`config.mk`:
```
export PLATFORM = sky130hd
export DESIGN_NAME = ums_top
export DESIGN_NICKNAME = d
export VERILOG_FILES = /design/src/logic/ums_pkg.sv /design/src/logic/ums_sync.sv /design/src/logic/ums_top.sv
export VERILOG_INCLUDE_DIRS = /design/src /design/src/logic
export SDC_FILE = /design/constraint.sdc
export NUM_CORES = 1
export LEC_CHECK = 0
export BUFFER_PORTS_ARGS = -buffer_cell sky130_fd_sc_hd__buf_2
export CORE_MARGIN = 2
export CORE_UTILIZATION = 28
export DETAILED_ROUTE_END_ITERATION = 8
export PLACE_DENSITY_LB_ADDON = 0.1
export SLEW_MARGIN = 20
export SYNTH_ARGS = -nofsm -noshare
export SYNTH_HDL_FRONTEND = slang
export SYNTH_HIERARCHICAL = 1
export SYNTH_SLANG_ARGS = --single-unit
```
`constraint.sdc`:
```
create_clock -name core_clk_in -period 2 [get_ports core_clk_in]
set_clock_uncertainty 0.15 [all_clocks]
set_input_delay 0.3 -clock core_clk_in [delete_from_list [all_inputs] [get_ports core_clk_in]]
set_output_delay 0.3 -clock core_clk_in [all_outputs]
set_load 0.03 [all_outputs]
```
`src/logic/ums_defines.svh`:
```
// Purpose: Constants for the modem status and scratch block.
// Assumes: APB with 32-bit data, one aligned word per register.
// Notes: Definitions only.
`ifndef UMS_DEFINES_SVH
`define UMS_DEFINES_SVH
`define UMS_ADDR_W        12
`define UMS_OFF_STATUS    12'h000
`define UMS_OFF_SCRATCH   12'h004
`define UMS_OFF_CONTROL   12'h008
`define UMS_OFF_IRQ_STAT  12'h00C
`define UMS_OFF_IRQ_MASK  12'h010
`define UMS_CTL_RTS       0
`define UMS_CTL_DTR       1
`define UMS_CTL_OUT1      2
`define UMS_CTL_OUT2      3
`define UMS_CTL_LOOP      4
`define UMS_CTL_AUTOCTS   7
`define UMS_IRQ_MODEM     0
`define UMS_IRQ_TXSTOP    1
`define UMS_RESET_BYTE    8'h00
`define UMS_RESET_CTL     8'h00
`define UMS_RESET_MASK    2'h0
`define UMS_PIN_IDLE      1'b1
`define UMS_ZERO_WORD     32'h0000_0000
`endif

```
`src/logic/ums_pkg.sv`:
```
// Purpose: Types for the modem status and scratch block.
// Assumes: Constants come from ums_defines.svh.
// Notes: Modem lines carried as one struct.
package ums_pkg;
   typedef struct packed
   {
      logic cd;
      logic ri;
      logic dsr;
      logic cts;
   } ums_modem_s;
   typedef enum logic [1:0]
   {
      UMS_TX_RUN  = 2'b01,
      UMS_TX_HELD = 2'b10
   } ums_tx_e;
endpackage : ums_pkg

```
`src/logic/ums_sync.sv`:
```
// Purpose: Two-flop synchroniser for a bundle of asynchronous lines.
// Assumes: Lines are levels from outside the clock domain.
// Notes: Only the second stage is visible outside.
`timescale 1ns/1ps
`default_nettype none
module ums_sync
(
   // Clock and reset.
   input  wire logic       core_clk_in,
   input  wire logic       srst_in,
   // Lines.
   input  wire logic [3:0] async_in,
   output var  logic [3:0] sync_out
);
   logic [3:0] stage_one;
   always_ff @(posedge core_clk_in)
   begin
      if (srst_in)
      begin
         stage_one <= 4'hF;
         sync_out  <= 4'hF;
      end
      else
      begin
         stage_one <= async_in;
         sync_out  <= stage_one;
      end
   end
endmodule : ums_sync
`default_nettype wire

```
`src/logic/ums_top.sv`:
```
// Purpose: Modem input status, change flags, interrupt, auto flow gate and scratch byte.
// Assumes: APB slave, zero wait states; modem pins are active low and asynchronous.
// Notes: Unmapped addresses read zero and answer with pslverr.
//
// The APB slave port and the placing of the registers are this design's own decisions.
`timescale 1ns/1ps
`default_nettype none
`include "ums_defines.svh"
// Overview of operation
// - A change on a modem input sets its change flag in the low four status bits; for ring, only a rising pin does.
// - A host read of the status register clears the change flags that it returned.
// - Bit 7 reads inverted carrier detect, or the second user output in loop-back.
// - Bit 6 reads inverted ring indicator, or the first user output in loop-back.
// - Bit 5 reads inverted data-set-ready, or the DTR control bit in loop-back.
// - Bit 4 reads inverted clear-to-send, or the RTS control bit in loop-back.
// - With auto clear-to-send on, a high pin halts sending after the current character.
// - Carrier, data-set-ready and clear-to-send flags set on any transition.
// - The ring flag sets only when the ring pin goes from zero to one.
// - A modem interrupt is requested while any change flag is set.
// - An 8-bit scratch byte stores and returns what the host writes.
// - With auto clear-to-send on, sending resumes when the pin returns to zero.
module ums_top
   import ums_pkg::*;
(
   // Clock and reset.
   input  wire logic                   core_clk_in,
   input  wire logic                   srst_in,
   // APB slave.
   input  wire logic                   psel_in,
   input  wire logic                   penable_in,
   input  wire logic                   pwrite_in,
   input  wire logic [`UMS_ADDR_W-1:0] paddr_in,
   input  wire logic [31:0]            pwdata_in,
   input  wire logic [3:0]             pstrb_in,
   output var  logic [31:0]            prdata_out,
   output logic                        pready_out,
   output logic                        pslverr_out,
   // Modem pins, active low.
   input  wire logic                   cts_n_in,
   input  wire logic                   dsr_n_in,
   input  wire logic                   ri_n_in,
   input  wire logic                   cd_n_in,
   // Modem control outputs, active low.
   output logic                        rts_n_out,
   output logic                        dtr_n_out,
   output logic                        out1_n_out,
   output logic                        out2_n_out,
   // Transmitter handshake.
   input  wire logic                   tx_char_done_in,
   output logic                        tx_allow_out,
   // Interrupts.
   output logic                        modem_irq_out,
   output logic                        irq_out
);
   ums_modem_s pins_sync;
   ums_modem_s pins_prev;
   ums_modem_s level;
   logic [3:0] delta;
   logic [3:0] next_delta;
   logic [3:0] rise_evt;
   logic [7:0] scratch_storage;
   logic [7:0] modem_control_register;
   logic [1:0] irq_stat;
   logic [1:0] irq_mask;
   logic [1:0] irq_evt;
   logic       loop_mode;
   logic       auto_cts_enable;
   logic       cts_block;
   logic       wr_acc;
   logic       rd_acc;
   logic       mapped;
   logic [7:0] status_byte;
   logic       rd_setup;
   logic [7:0] rd_byte;
   ums_tx_e    tx_state;
   ums_tx_e    next_tx_state;

   assign wr_acc = psel_in & penable_in & pwrite_in & pstrb_in[0];
   assign rd_acc = psel_in & penable_in & ~pwrite_in;
   assign rd_setup = psel_in & ~penable_in & ~pwrite_in;
   assign pready_out = 1'b1;
   assign mapped = (paddr_in == `UMS_OFF_STATUS) | (paddr_in == `UMS_OFF_SCRATCH)
                 | (paddr_in == `UMS_OFF_CONTROL) | (paddr_in == `UMS_OFF_IRQ_STAT)
                 | (paddr_in == `UMS_OFF_IRQ_MASK);
   assign pslverr_out = psel_in & penable_in & ~mapped;
   assign loop_mode       = modem_control_register[`UMS_CTL_LOOP];
   assign auto_cts_enable = modem_control_register[`UMS_CTL_AUTOCTS];

   ums_sync u_sync
   (
      .core_clk_in (core_clk_in),
      .srst_in     (srst_in),
      .async_in    ({cd_n_in, ri_n_in, dsr_n_in, cts_n_in}),
      .sync_out    (pins_sync)
   );

   // Source of the sensed level per line, in pin polarity.
   always_comb
   begin
      if (loop_mode)
      begin
         level.cd  = ~modem_control_register[`UMS_CTL_OUT2];
         level.ri  = ~modem_control_register[`UMS_CTL_OUT1];
         level.dsr = ~modem_control_register[`UMS_CTL_DTR];
         level.cts = ~modem_control_register[`UMS_CTL_RTS];
      end
      else
      begin
         level = pins_sync;
      end
   end

   assign status_byte = {~level.cd, ~level.ri, ~level.dsr, ~level.cts, delta};

   always_ff @(posedge core_clk_in)
   begin
      if (srst_in)
      begin
         pins_prev <= 4'hF;
      end
      else
      begin
         pins_prev <= level;
      end
   end

   assign rise_evt[3] = level.cd  ^ pins_prev.cd;
   assign rise_evt[2] = level.ri  & ~pins_prev.ri;
   assign rise_evt[1] = level.dsr ^ pins_prev.dsr;
   assign rise_evt[0] = level.cts ^ pins_prev.cts;

   // A read clears only the flags that it returned; a new set always wins.
   always_comb
   begin
      next_delta = delta;
      if (rd_acc && paddr_in == `UMS_OFF_STATUS)
      begin
         next_delta = delta & ~prdata_out[3:0];
      end
      next_delta = next_delta | rise_evt;
   end

   always_ff @(posedge core_clk_in)
   begin
      if (srst_in)
      begin
         delta <= 4'h0;
      end
      else
      begin
         delta <= next_delta;
      end
   end

   assign modem_irq_out = |delta;

   always_ff @(posedge core_clk_in)
   begin
      if (srst_in)
      begin
         scratch_storage        <= `UMS_RESET_BYTE;
         modem_control_register <= `UMS_RESET_CTL;
         irq_mask               <= `UMS_RESET_MASK;
      end
      else if (wr_acc)
      begin
         if (paddr_in == `UMS_OFF_SCRATCH)
         begin
            scratch_storage <= pwdata_in[7:0];
         end
         if (paddr_in == `UMS_OFF_CONTROL)
         begin
            modem_control_register <= pwdata_in[7:0];
         end
         if (paddr_in == `UMS_OFF_IRQ_MASK)
         begin
            irq_mask <= pwdata_in[1:0];
         end
      end
   end

   // Control pins come from flip-flops and are held inactive in loop-back.
   always_ff @(posedge core_clk_in)
   begin
      if (srst_in)
      begin
         rts_n_out  <= `UMS_PIN_IDLE;
         dtr_n_out  <= `UMS_PIN_IDLE;
         out1_n_out <= `UMS_PIN_IDLE;
         out2_n_out <= `UMS_PIN_IDLE;
      end
      else
      begin
         rts_n_out  <= ~modem_control_register[`UMS_CTL_RTS] | loop_mode;
         dtr_n_out  <= ~modem_control_register[`UMS_CTL_DTR] | loop_mode;
         out1_n_out <= ~modem_control_register[`UMS_CTL_OUT1] | loop_mode;
         out2_n_out <= ~modem_control_register[`UMS_CTL_OUT2] | loop_mode;
      end
   end

   // Transmit gate state machine.
   assign cts_block = auto_cts_enable & level.cts;
   always_comb
   begin
      next_tx_state = tx_state;
      unique case (tx_state)
         UMS_TX_RUN:
         begin
            if (cts_block && tx_char_done_in)
            begin
               next_tx_state = UMS_TX_HELD;
            end
         end
         UMS_TX_HELD:
         begin
            if (!cts_block)
            begin
               next_tx_state = UMS_TX_RUN;
            end
         end
         default:
         begin
            next_tx_state = UMS_TX_RUN;
         end
      endcase
   end

   always_ff @(posedge core_clk_in)
   begin
      if (srst_in)
      begin
         tx_state <= UMS_TX_RUN;
      end
      else
      begin
         tx_state <= next_tx_state;
      end
   end

   assign tx_allow_out = (tx_state == UMS_TX_RUN) & ~(cts_block & tx_char_done_in);

   // Sticky interrupt status, cleared by a read; set wins.
   assign irq_evt[`UMS_IRQ_MODEM]  = |rise_evt;
   assign irq_evt[`UMS_IRQ_TXSTOP] = (tx_state == UMS_TX_RUN) & (next_tx_state == UMS_TX_HELD);
   always_ff @(posedge core_clk_in)
   begin
      if (srst_in)
      begin
         irq_stat <= 2'h0;
      end
      else if (rd_acc && paddr_in == `UMS_OFF_IRQ_STAT)
      begin
         irq_stat <= (irq_stat & ~prdata_out[1:0]) | irq_evt;
      end
      else
      begin
         irq_stat <= irq_stat | irq_evt;
      end
   end

   assign irq_out = |(irq_stat & irq_mask);

   always_comb
   begin
      rd_byte = 8'h00;
      unique case (paddr_in)
         `UMS_OFF_STATUS:   rd_byte = status_byte;
         `UMS_OFF_SCRATCH:  rd_byte = scratch_storage;
         `UMS_OFF_CONTROL:  rd_byte = modem_control_register;
         `UMS_OFF_IRQ_STAT: rd_byte = {6'h00, irq_stat};
         `UMS_OFF_IRQ_MASK: rd_byte = {6'h00, irq_mask};
         default:           rd_byte = 8'h00;
      endcase
   end

   // Read data is captured in the setup cycle and stands through the access cycle.
   always_ff @(posedge core_clk_in)
   begin
      if (srst_in)
      begin
         prdata_out <= `UMS_ZERO_WORD;
      end
      else if (rd_setup)
      begin
         prdata_out <= {24'h00_0000, rd_byte};
      end
      else
      begin
         prdata_out <= `UMS_ZERO_WORD;
      end
   end

   chk_flag_sets: assert property (@(posedge core_clk_in) disable iff (srst_in)
      (level.cts != pins_prev.cts) |=> delta[0])
      else $error("cts change flag not set");
   chk_read_clears: assert property (@(posedge core_clk_in) disable iff (srst_in)
      (rd_acc && paddr_in == `UMS_OFF_STATUS && rise_evt == 4'h0 && delta == prdata_out[3:0])
      |=> delta == 4'h0)
      else $error("status read did not clear flags");
   chk_cd_level: assert property (@(posedge core_clk_in) disable iff (srst_in)
      (!loop_mode && $stable(pins_sync.cd)) |-> status_byte[7] == ~pins_sync.cd)
      else $error("cd bit wrong");
   chk_ri_loop: assert property (@(posedge core_clk_in) disable iff (srst_in)
      loop_mode |-> status_byte[6] == modem_control_register[`UMS_CTL_OUT1])
      else $error("ri loop bit wrong");
   chk_dsr_loop: assert property (@(posedge core_clk_in) disable iff (srst_in)
      loop_mode |-> status_byte[5] == modem_control_register[`UMS_CTL_DTR])
      else $error("dsr loop bit wrong");
   chk_cts_loop: assert property (@(posedge core_clk_in) disable iff (srst_in)
      loop_mode |-> status_byte[4] == modem_control_register[`UMS_CTL_RTS])
      else $error("cts loop bit wrong");
   chk_tx_halt: assert property (@(posedge core_clk_in) disable iff (srst_in)
      (cts_block && tx_char_done_in) |=> !tx_allow_out)
      else $error("transmit not halted");
   chk_tx_resume: assert property (@(posedge core_clk_in) disable iff (srst_in)
      (tx_state == UMS_TX_HELD && !cts_block) |=> tx_allow_out || cts_block)
      else $error("transmit not resumed");
   chk_ri_fall: assert property (@(posedge core_clk_in) disable iff (srst_in)
      (!delta[2] && $fell(level.ri) && !rd_acc) |=> !delta[2])
      else $error("ri flag set on fall");
   chk_irq_req: assert property (@(posedge core_clk_in) disable iff (srst_in)
      modem_irq_out == (delta != 4'h0))
      else $error("modem irq mismatch");
   chk_scratch_back: assert property (@(posedge core_clk_in) disable iff (srst_in)
      (wr_acc && paddr_in == `UMS_OFF_SCRATCH) |=> scratch_storage == $past(pwdata_in[7:0]))
      else $error("scratch not stored");
   chk_set_wins: assert property (@(posedge core_clk_in) disable iff (srst_in)
      (rd_acc && paddr_in == `UMS_OFF_STATUS && rise_evt[0]) |=> delta[0])
      else $error("flag lost to read");
   chk_sync_delay: assert property (@(posedge core_clk_in) disable iff (srst_in)
      (!$past(srst_in) && !$past(srst_in, 2)) |-> pins_sync.cts == $past(cts_n_in, 2))
      else $error("sync path");
endmodule : ums_top
`default_nettype wire

```
# After elaboration in Yosys (flattened, before gate mapping)
# Index checks and enable logic that the tools add are counted.
# classes
eq_ne	7
muxes	7
reduce_logical	11
bitwise	45
# op_table
operator	n
$pmux 8 s5	1
$eq 12x4->1 const B	2
$not 1->1	14
$and 1x1->1	12
$eq 12x3->1 const B	1
$eq 12x5->1 const B	1
$logic_not 12->1	1
$mux 4	2
$or 1x1->1	8
$reduce_or 4->1	2
$mux 2	3
$reduce_and 2->1	3
$and 2x2->2	2
$and 4x4->4	1
$eq 2x2->1 const B	2
$not 4->4	1
$or 2x2->2	2
$or 4x4->4	1
$pmux 2 s2	1
$reduce_or 2->1	2
$logic_and 1x1->1	3
$xor 1x1->1	3
$eq 2x1->1 const B	1
$not 2->2	1
# word_totals
register_bits	74
input_bits	58
elab_cells	88
output_inout_bits	41

# Depth between registers and ports, before layout
# logic_depth
depth_word	10
depth_mapped	6
mapped_depth_nobuf	5

# Modules after synthesis
# The synthesis kept the hierarchy.
# by_module_without_submodules
mod	seq_area_each_um2	area_per_inst_um2	cells_per_inst	instances
ums_top	840.8	2163.3	258	1
ums_sync	160.2	210.2	16	1

# Least setup slack after synthesis
# No wires, ideal clock.
# synth_path
path_type	input port to flip-flop
from	input port paddr_in[4]
to	register delta[0]
required_ns	1.718
path_stages	5
n_path_buf	1
setup_slack_ns	0.014
arrival_ns	1.703
path_cell_list	buf_6 or4_4 or4b_4 o21ai_1 a21oi_1
# synth_via
elab_chain_cells	4
# synth_rtl
item	line_no	rtl
start: declaration	ums_top.sv:32	input wire logic [`UMS_ADDR_W-1:0] paddr_in,
$logic_not 12->1	n/a	
$logic_and 1x1->1 (no source line)	n/a	
$mux 4	ums_top.sv:136	if (rd_acc && paddr_in == `UMS_OFF_STATUS)
$or 4x4->4	ums_top.sv:140	next_delta = next_delta | rise_evt;
end signal: assignment	ums_top.sv:151	delta <= next_delta;
end: declaration	ums_top.sv:58	logic [3:0] delta;
# No other way between the ends.
# A chain may end at the register's enable or synchronous reset.

# Worst setup path in the final report
# layout_path
from	input port paddr_in[1]
to	output port pslverr_out
# layout_via
elab_chain_cells	7
word_cells_on_any_way	11
classes_between	eq/ne (4); bitwise (6); reduce/logical (1)
# layout_rtl
item	line_no	rtl
$eq 12x3->1 / $logic_not 12->1 (equally long branches)	n/a	
$or 1x1->1 (3 in series)	ums_top.sv:82	assign mapped = (paddr_in == `UMS_OFF_STATUS) | (paddr_in == `UMS_OFF_SCRATCH)
$or 1x1->1 (*)	ums_top.sv:82	
$not 1->1 (*)	ums_top.sv:85	assign pslverr_out = psel_in & penable_in & ~mapped;
$and 1x1->1 (*)	ums_top.sv:85	
end: declaration	ums_top.sv:37	output logic pslverr_out,
# Every way passes the cells marked *; elsewhere a longest branch is shown, timed or not.

==> flow_summary.json <==
{
  "fin_nets": 399,
  "max_freq_ghz": 0.515,
  "reg2reg_to": "tx_state[0]",
  "synth_cell_type_count": 46,
  "wl_per_cell_um": 14.5,
  "crit_start": "paddr_in[1]",
  "grt_pass1_vias": 1975,
  "gp_congestion": 0.715,
  "required_ns": 1.55,
  "die_w_um": 96.1,
  "ant_nets": 0,
  "design_area_mm2": 0.00288,
  "leakage_nw": 1.11,
  "pwr-share-clk_pct": 35.5,
  "antenna_found_initial": 0,
  "drv_cap": 0,
  "switchingPower_mw": 0.488,
  "numCtsBuffers": 5,
  "post_cts_resized": 0,
  "core_area_mm2": 0.00822,
  "first_pass_iters": 5,
  "boundaryPins": 99,
  "grt_max_degree": 24,
  "worstSetupEndpoint": "pslverr_out",
  "p_int_mw": 1.46,
  "grt_pass1_wl_mm": 10.4,
  "cp.arrival_ns": 1.49,
  "cts.sinks": 50,
  "final_hold_viol_count": 0,
  "wl_mm": 6.44,
  "cts_buffer_depth": 2,
  "syn_avg_cell_area_um2": 8.66,
  "synth_area_mm2": 0.00237,
  "clkSlewWorstSetupHoldPaths_ns": 0.09,
  "power.density_mw_per_mm2": 678,
  "grt-ovfl-total": 0,
  "vias": 2098,
  "drtIter0Drc": 131,
  "hold_buffers": 0,
  "synth-edff-count": 0,
  "dieArea_mm2": 0.00923,
  "outcome": "finished clean",
  "die_h_um": 96.1,
  "swShare_pct": 25.0,
  "worstSetupPathType": "input pin to primary output",
  "gr-usage-all-layers_pct": 15.1,
  "setup_viol": 0,
  "htree_levels": 2,
  "drcViolationCount": 0,
  "r2r_slack_ns": 0.40,
  "synthFlopType": "dfxtp_1",
  "crit_fanout": 4,
  "r2r_cells": 4,
  "start_util_pct": 28.9,
  "timing.rr.start": "modem_control_register[4]",
  "ys_seq_area_share_pct": 42.2,
  "synthArstFlopShare_pct": 0,
  "ys_ff_latch": 50,
  "period_minus_slack_ns": 1.94,
  "start_kind": "input pin",
  "cts_tree": "done",
  "period_share_pct": 97.1,
  "cp-end-kind": "primary output",
  "hp-class": "input pin to flop",
  "fin_setup_tns_ns": 0,
  "synthCells": 274,
  "placed_area_mm2": 0.00277,
  "vias_per_cell": 4.71,
  "clk_latency_ns": 0.30,
  "rsz0062_at_grt": "false",
  "dp_hpwl_mm": 4.89,
  "yosysWarnings": 6,
  "num_rows": 33,
  "peakVddDrop_v": 0.000323,
  "area_growth_pct": 21.3,
  "cts_root_buf": "clkbuf_8",
  "numPortBuffers": 46,
  "drv_slew": 0,
  "antennaDiodeCount": 0,
  "drive_gt1_share_pct": 27.1,
  "postCtsSetupBuffers": 0,
  "power_frac_comb_pct": 12.1,
  "power_frac_seq_pct": 52.4
}
==> cell type report <==
class / instances / area (um2)
inverter: 9 / 33.8
multi-input combinational: 203 / 1200
tap: 105 / 131
clock inverter: 1 / 30.0
timing repair buffer: 70 / 410
clock buffer: 7 / 76.3
sequential: 50 / 1000
fill: 880 / 5340
==> Yosys cell counts (2+ instances only) <==
master	count	area (um2)
a22oi_1	4	30.0
mux2i_1	6	60.1
nor2_1	8	30.0
nor4b_1	2	17.5
clkbuf_1	9	33.8
o21ai_1	4	20.0
a21oi_1	31	155
o21ai_0	21	105
nor4_1	3	18.8
o22ai_1	2	12.5
and4b_1	2	20.0
nand3_1	24	120
or2_2	8	50.1
nand2_1	13	48.8
or4_4	2	22.5
nand4_1	2	12.5
nor3_1	2	10.0
conb_1	2	7.51
nor2b_1	4	25.0
inv_1	9	33.8
buf_4	25	188
a222oi_1	2	20.0
nor4_2	2	25.0
dfxtp_1	50	1000
ha_1	2	25.0
nand2b_1	7	43.8
and3_1	2	12.5
or2_1	8	50.1
==> cells in the final DEF (no fill, tap or decap), types with 5 or more instances in the layout <==
cell / count
or2_2: 8
or2_1: 8
nand3_1: 24
buf_2: 46
a21oi_1: 30
nand2b_1: 7
buf_4: 24
inv_1: 9
mux2i_1: 6
nand2_1: 13
conb_1: 25
dfxtp_1: 50
o21ai_0: 21
clkbuf_8: 5
nor2_1: 8
==> critical path, cell delays in order <==
cell,delay (ns)
buf_2,0.11
buf_4,0.13
nor4_1,0.39
and3_1,0.29
a21oi_1,0.09
buf_2,0.18
==> worst min-delay path by stage <==
stage / startpoint / endpoint / slack, ns / cells after the start
2_1_floorplan: modem_control_register[0] / rts_n_out / 0.22 / 1
3_3_place_gp: u_sync/stage_one[1] / u_sync/sync_out[1] / 0.24 / 1
3_5_place_dp: u_sync/stage_one[3] / u_sync/sync_out[3] / 0.24 / 1
4_1_cts: dsr_n_in / u_sync/stage_one[1] / 0.01 / 2
5_1_grt: cd_n_in / u_sync/stage_one[3] / 0.001 / 2
6_report: dsr_n_in / u_sync/stage_one[1] / 0.02 / 2
==> registers in the layout, indices dropped and copies added, names as in the netlist <==
name,flops
out1_n_out,1
rts_n_out,1
u_sync/stage_one,4
u_sync/sync_out,4
modem_control_register,8
out2_n_out,1
scratch_storage,8
tx_state,2
irq_mask,2
irq_stat,2
delta,4
prdata_out,8
pins_prev,4
dtr_n_out,1
==> per-layer routing <==
layer  wire (um)  GRT usage [%]  share of wire, %  up-vias
met4          64           3.93              0.99        0
li1            -              -                 -     1056
met3         370           2.82               5.7        5
met5           0              0                 0        -
met2        3040           25.2                47       75
met1        2960           19.9                46      962
==> kinds of logic (layout without fill, tap and decap cells) <==
group,Yosys count,after routing,share of synthesized area (%)
simple gates,97,97,25.1
compound gates,71,71,16.9
flops,50,50,42.2
buf+inv,44,87,11.2
mux,6,6,2.53
fa+ha+maj,2,2,1.05
other cells,2,25,0.316
xor+xnor,2,2,0.738
==> per-stage QoR <==
step / setup WS, ns / utilization, % / hold slack (ns) / total power, mW / cells
final: 0.0574 / 35.0 / 0.0182 / 1.95 / 445
after detailed placement: -0.0930 / 33.7 / 0.241 / 1.28 / 437
after global placement: -0.0821 / 33.7 / 0.236 / 1.28 / 437
after global routing: 0.0325 / 35.0 / 0.00124 / 2.05 / 445
after floorplan: 0.0144 / - / 0.225 / 1.23 / 297
after CTS: 0.0719 / 35.0 / 0.0120 / 1.98 / 445
==> power groups by stage <==
stage	clock, mW	combinational, mW	sequential, mW
3_3_place_gp	0	0.234	1.05
3_5_place_dp	0	0.236	1.05
2_1_floorplan	0	0.191	1.04
4_1_cts	0.717	0.236	1.02
5_1_grt	0.767	0.257	1.03
6_report	0.693	0.236	1.02
Power figures use the tool's default switching activity.
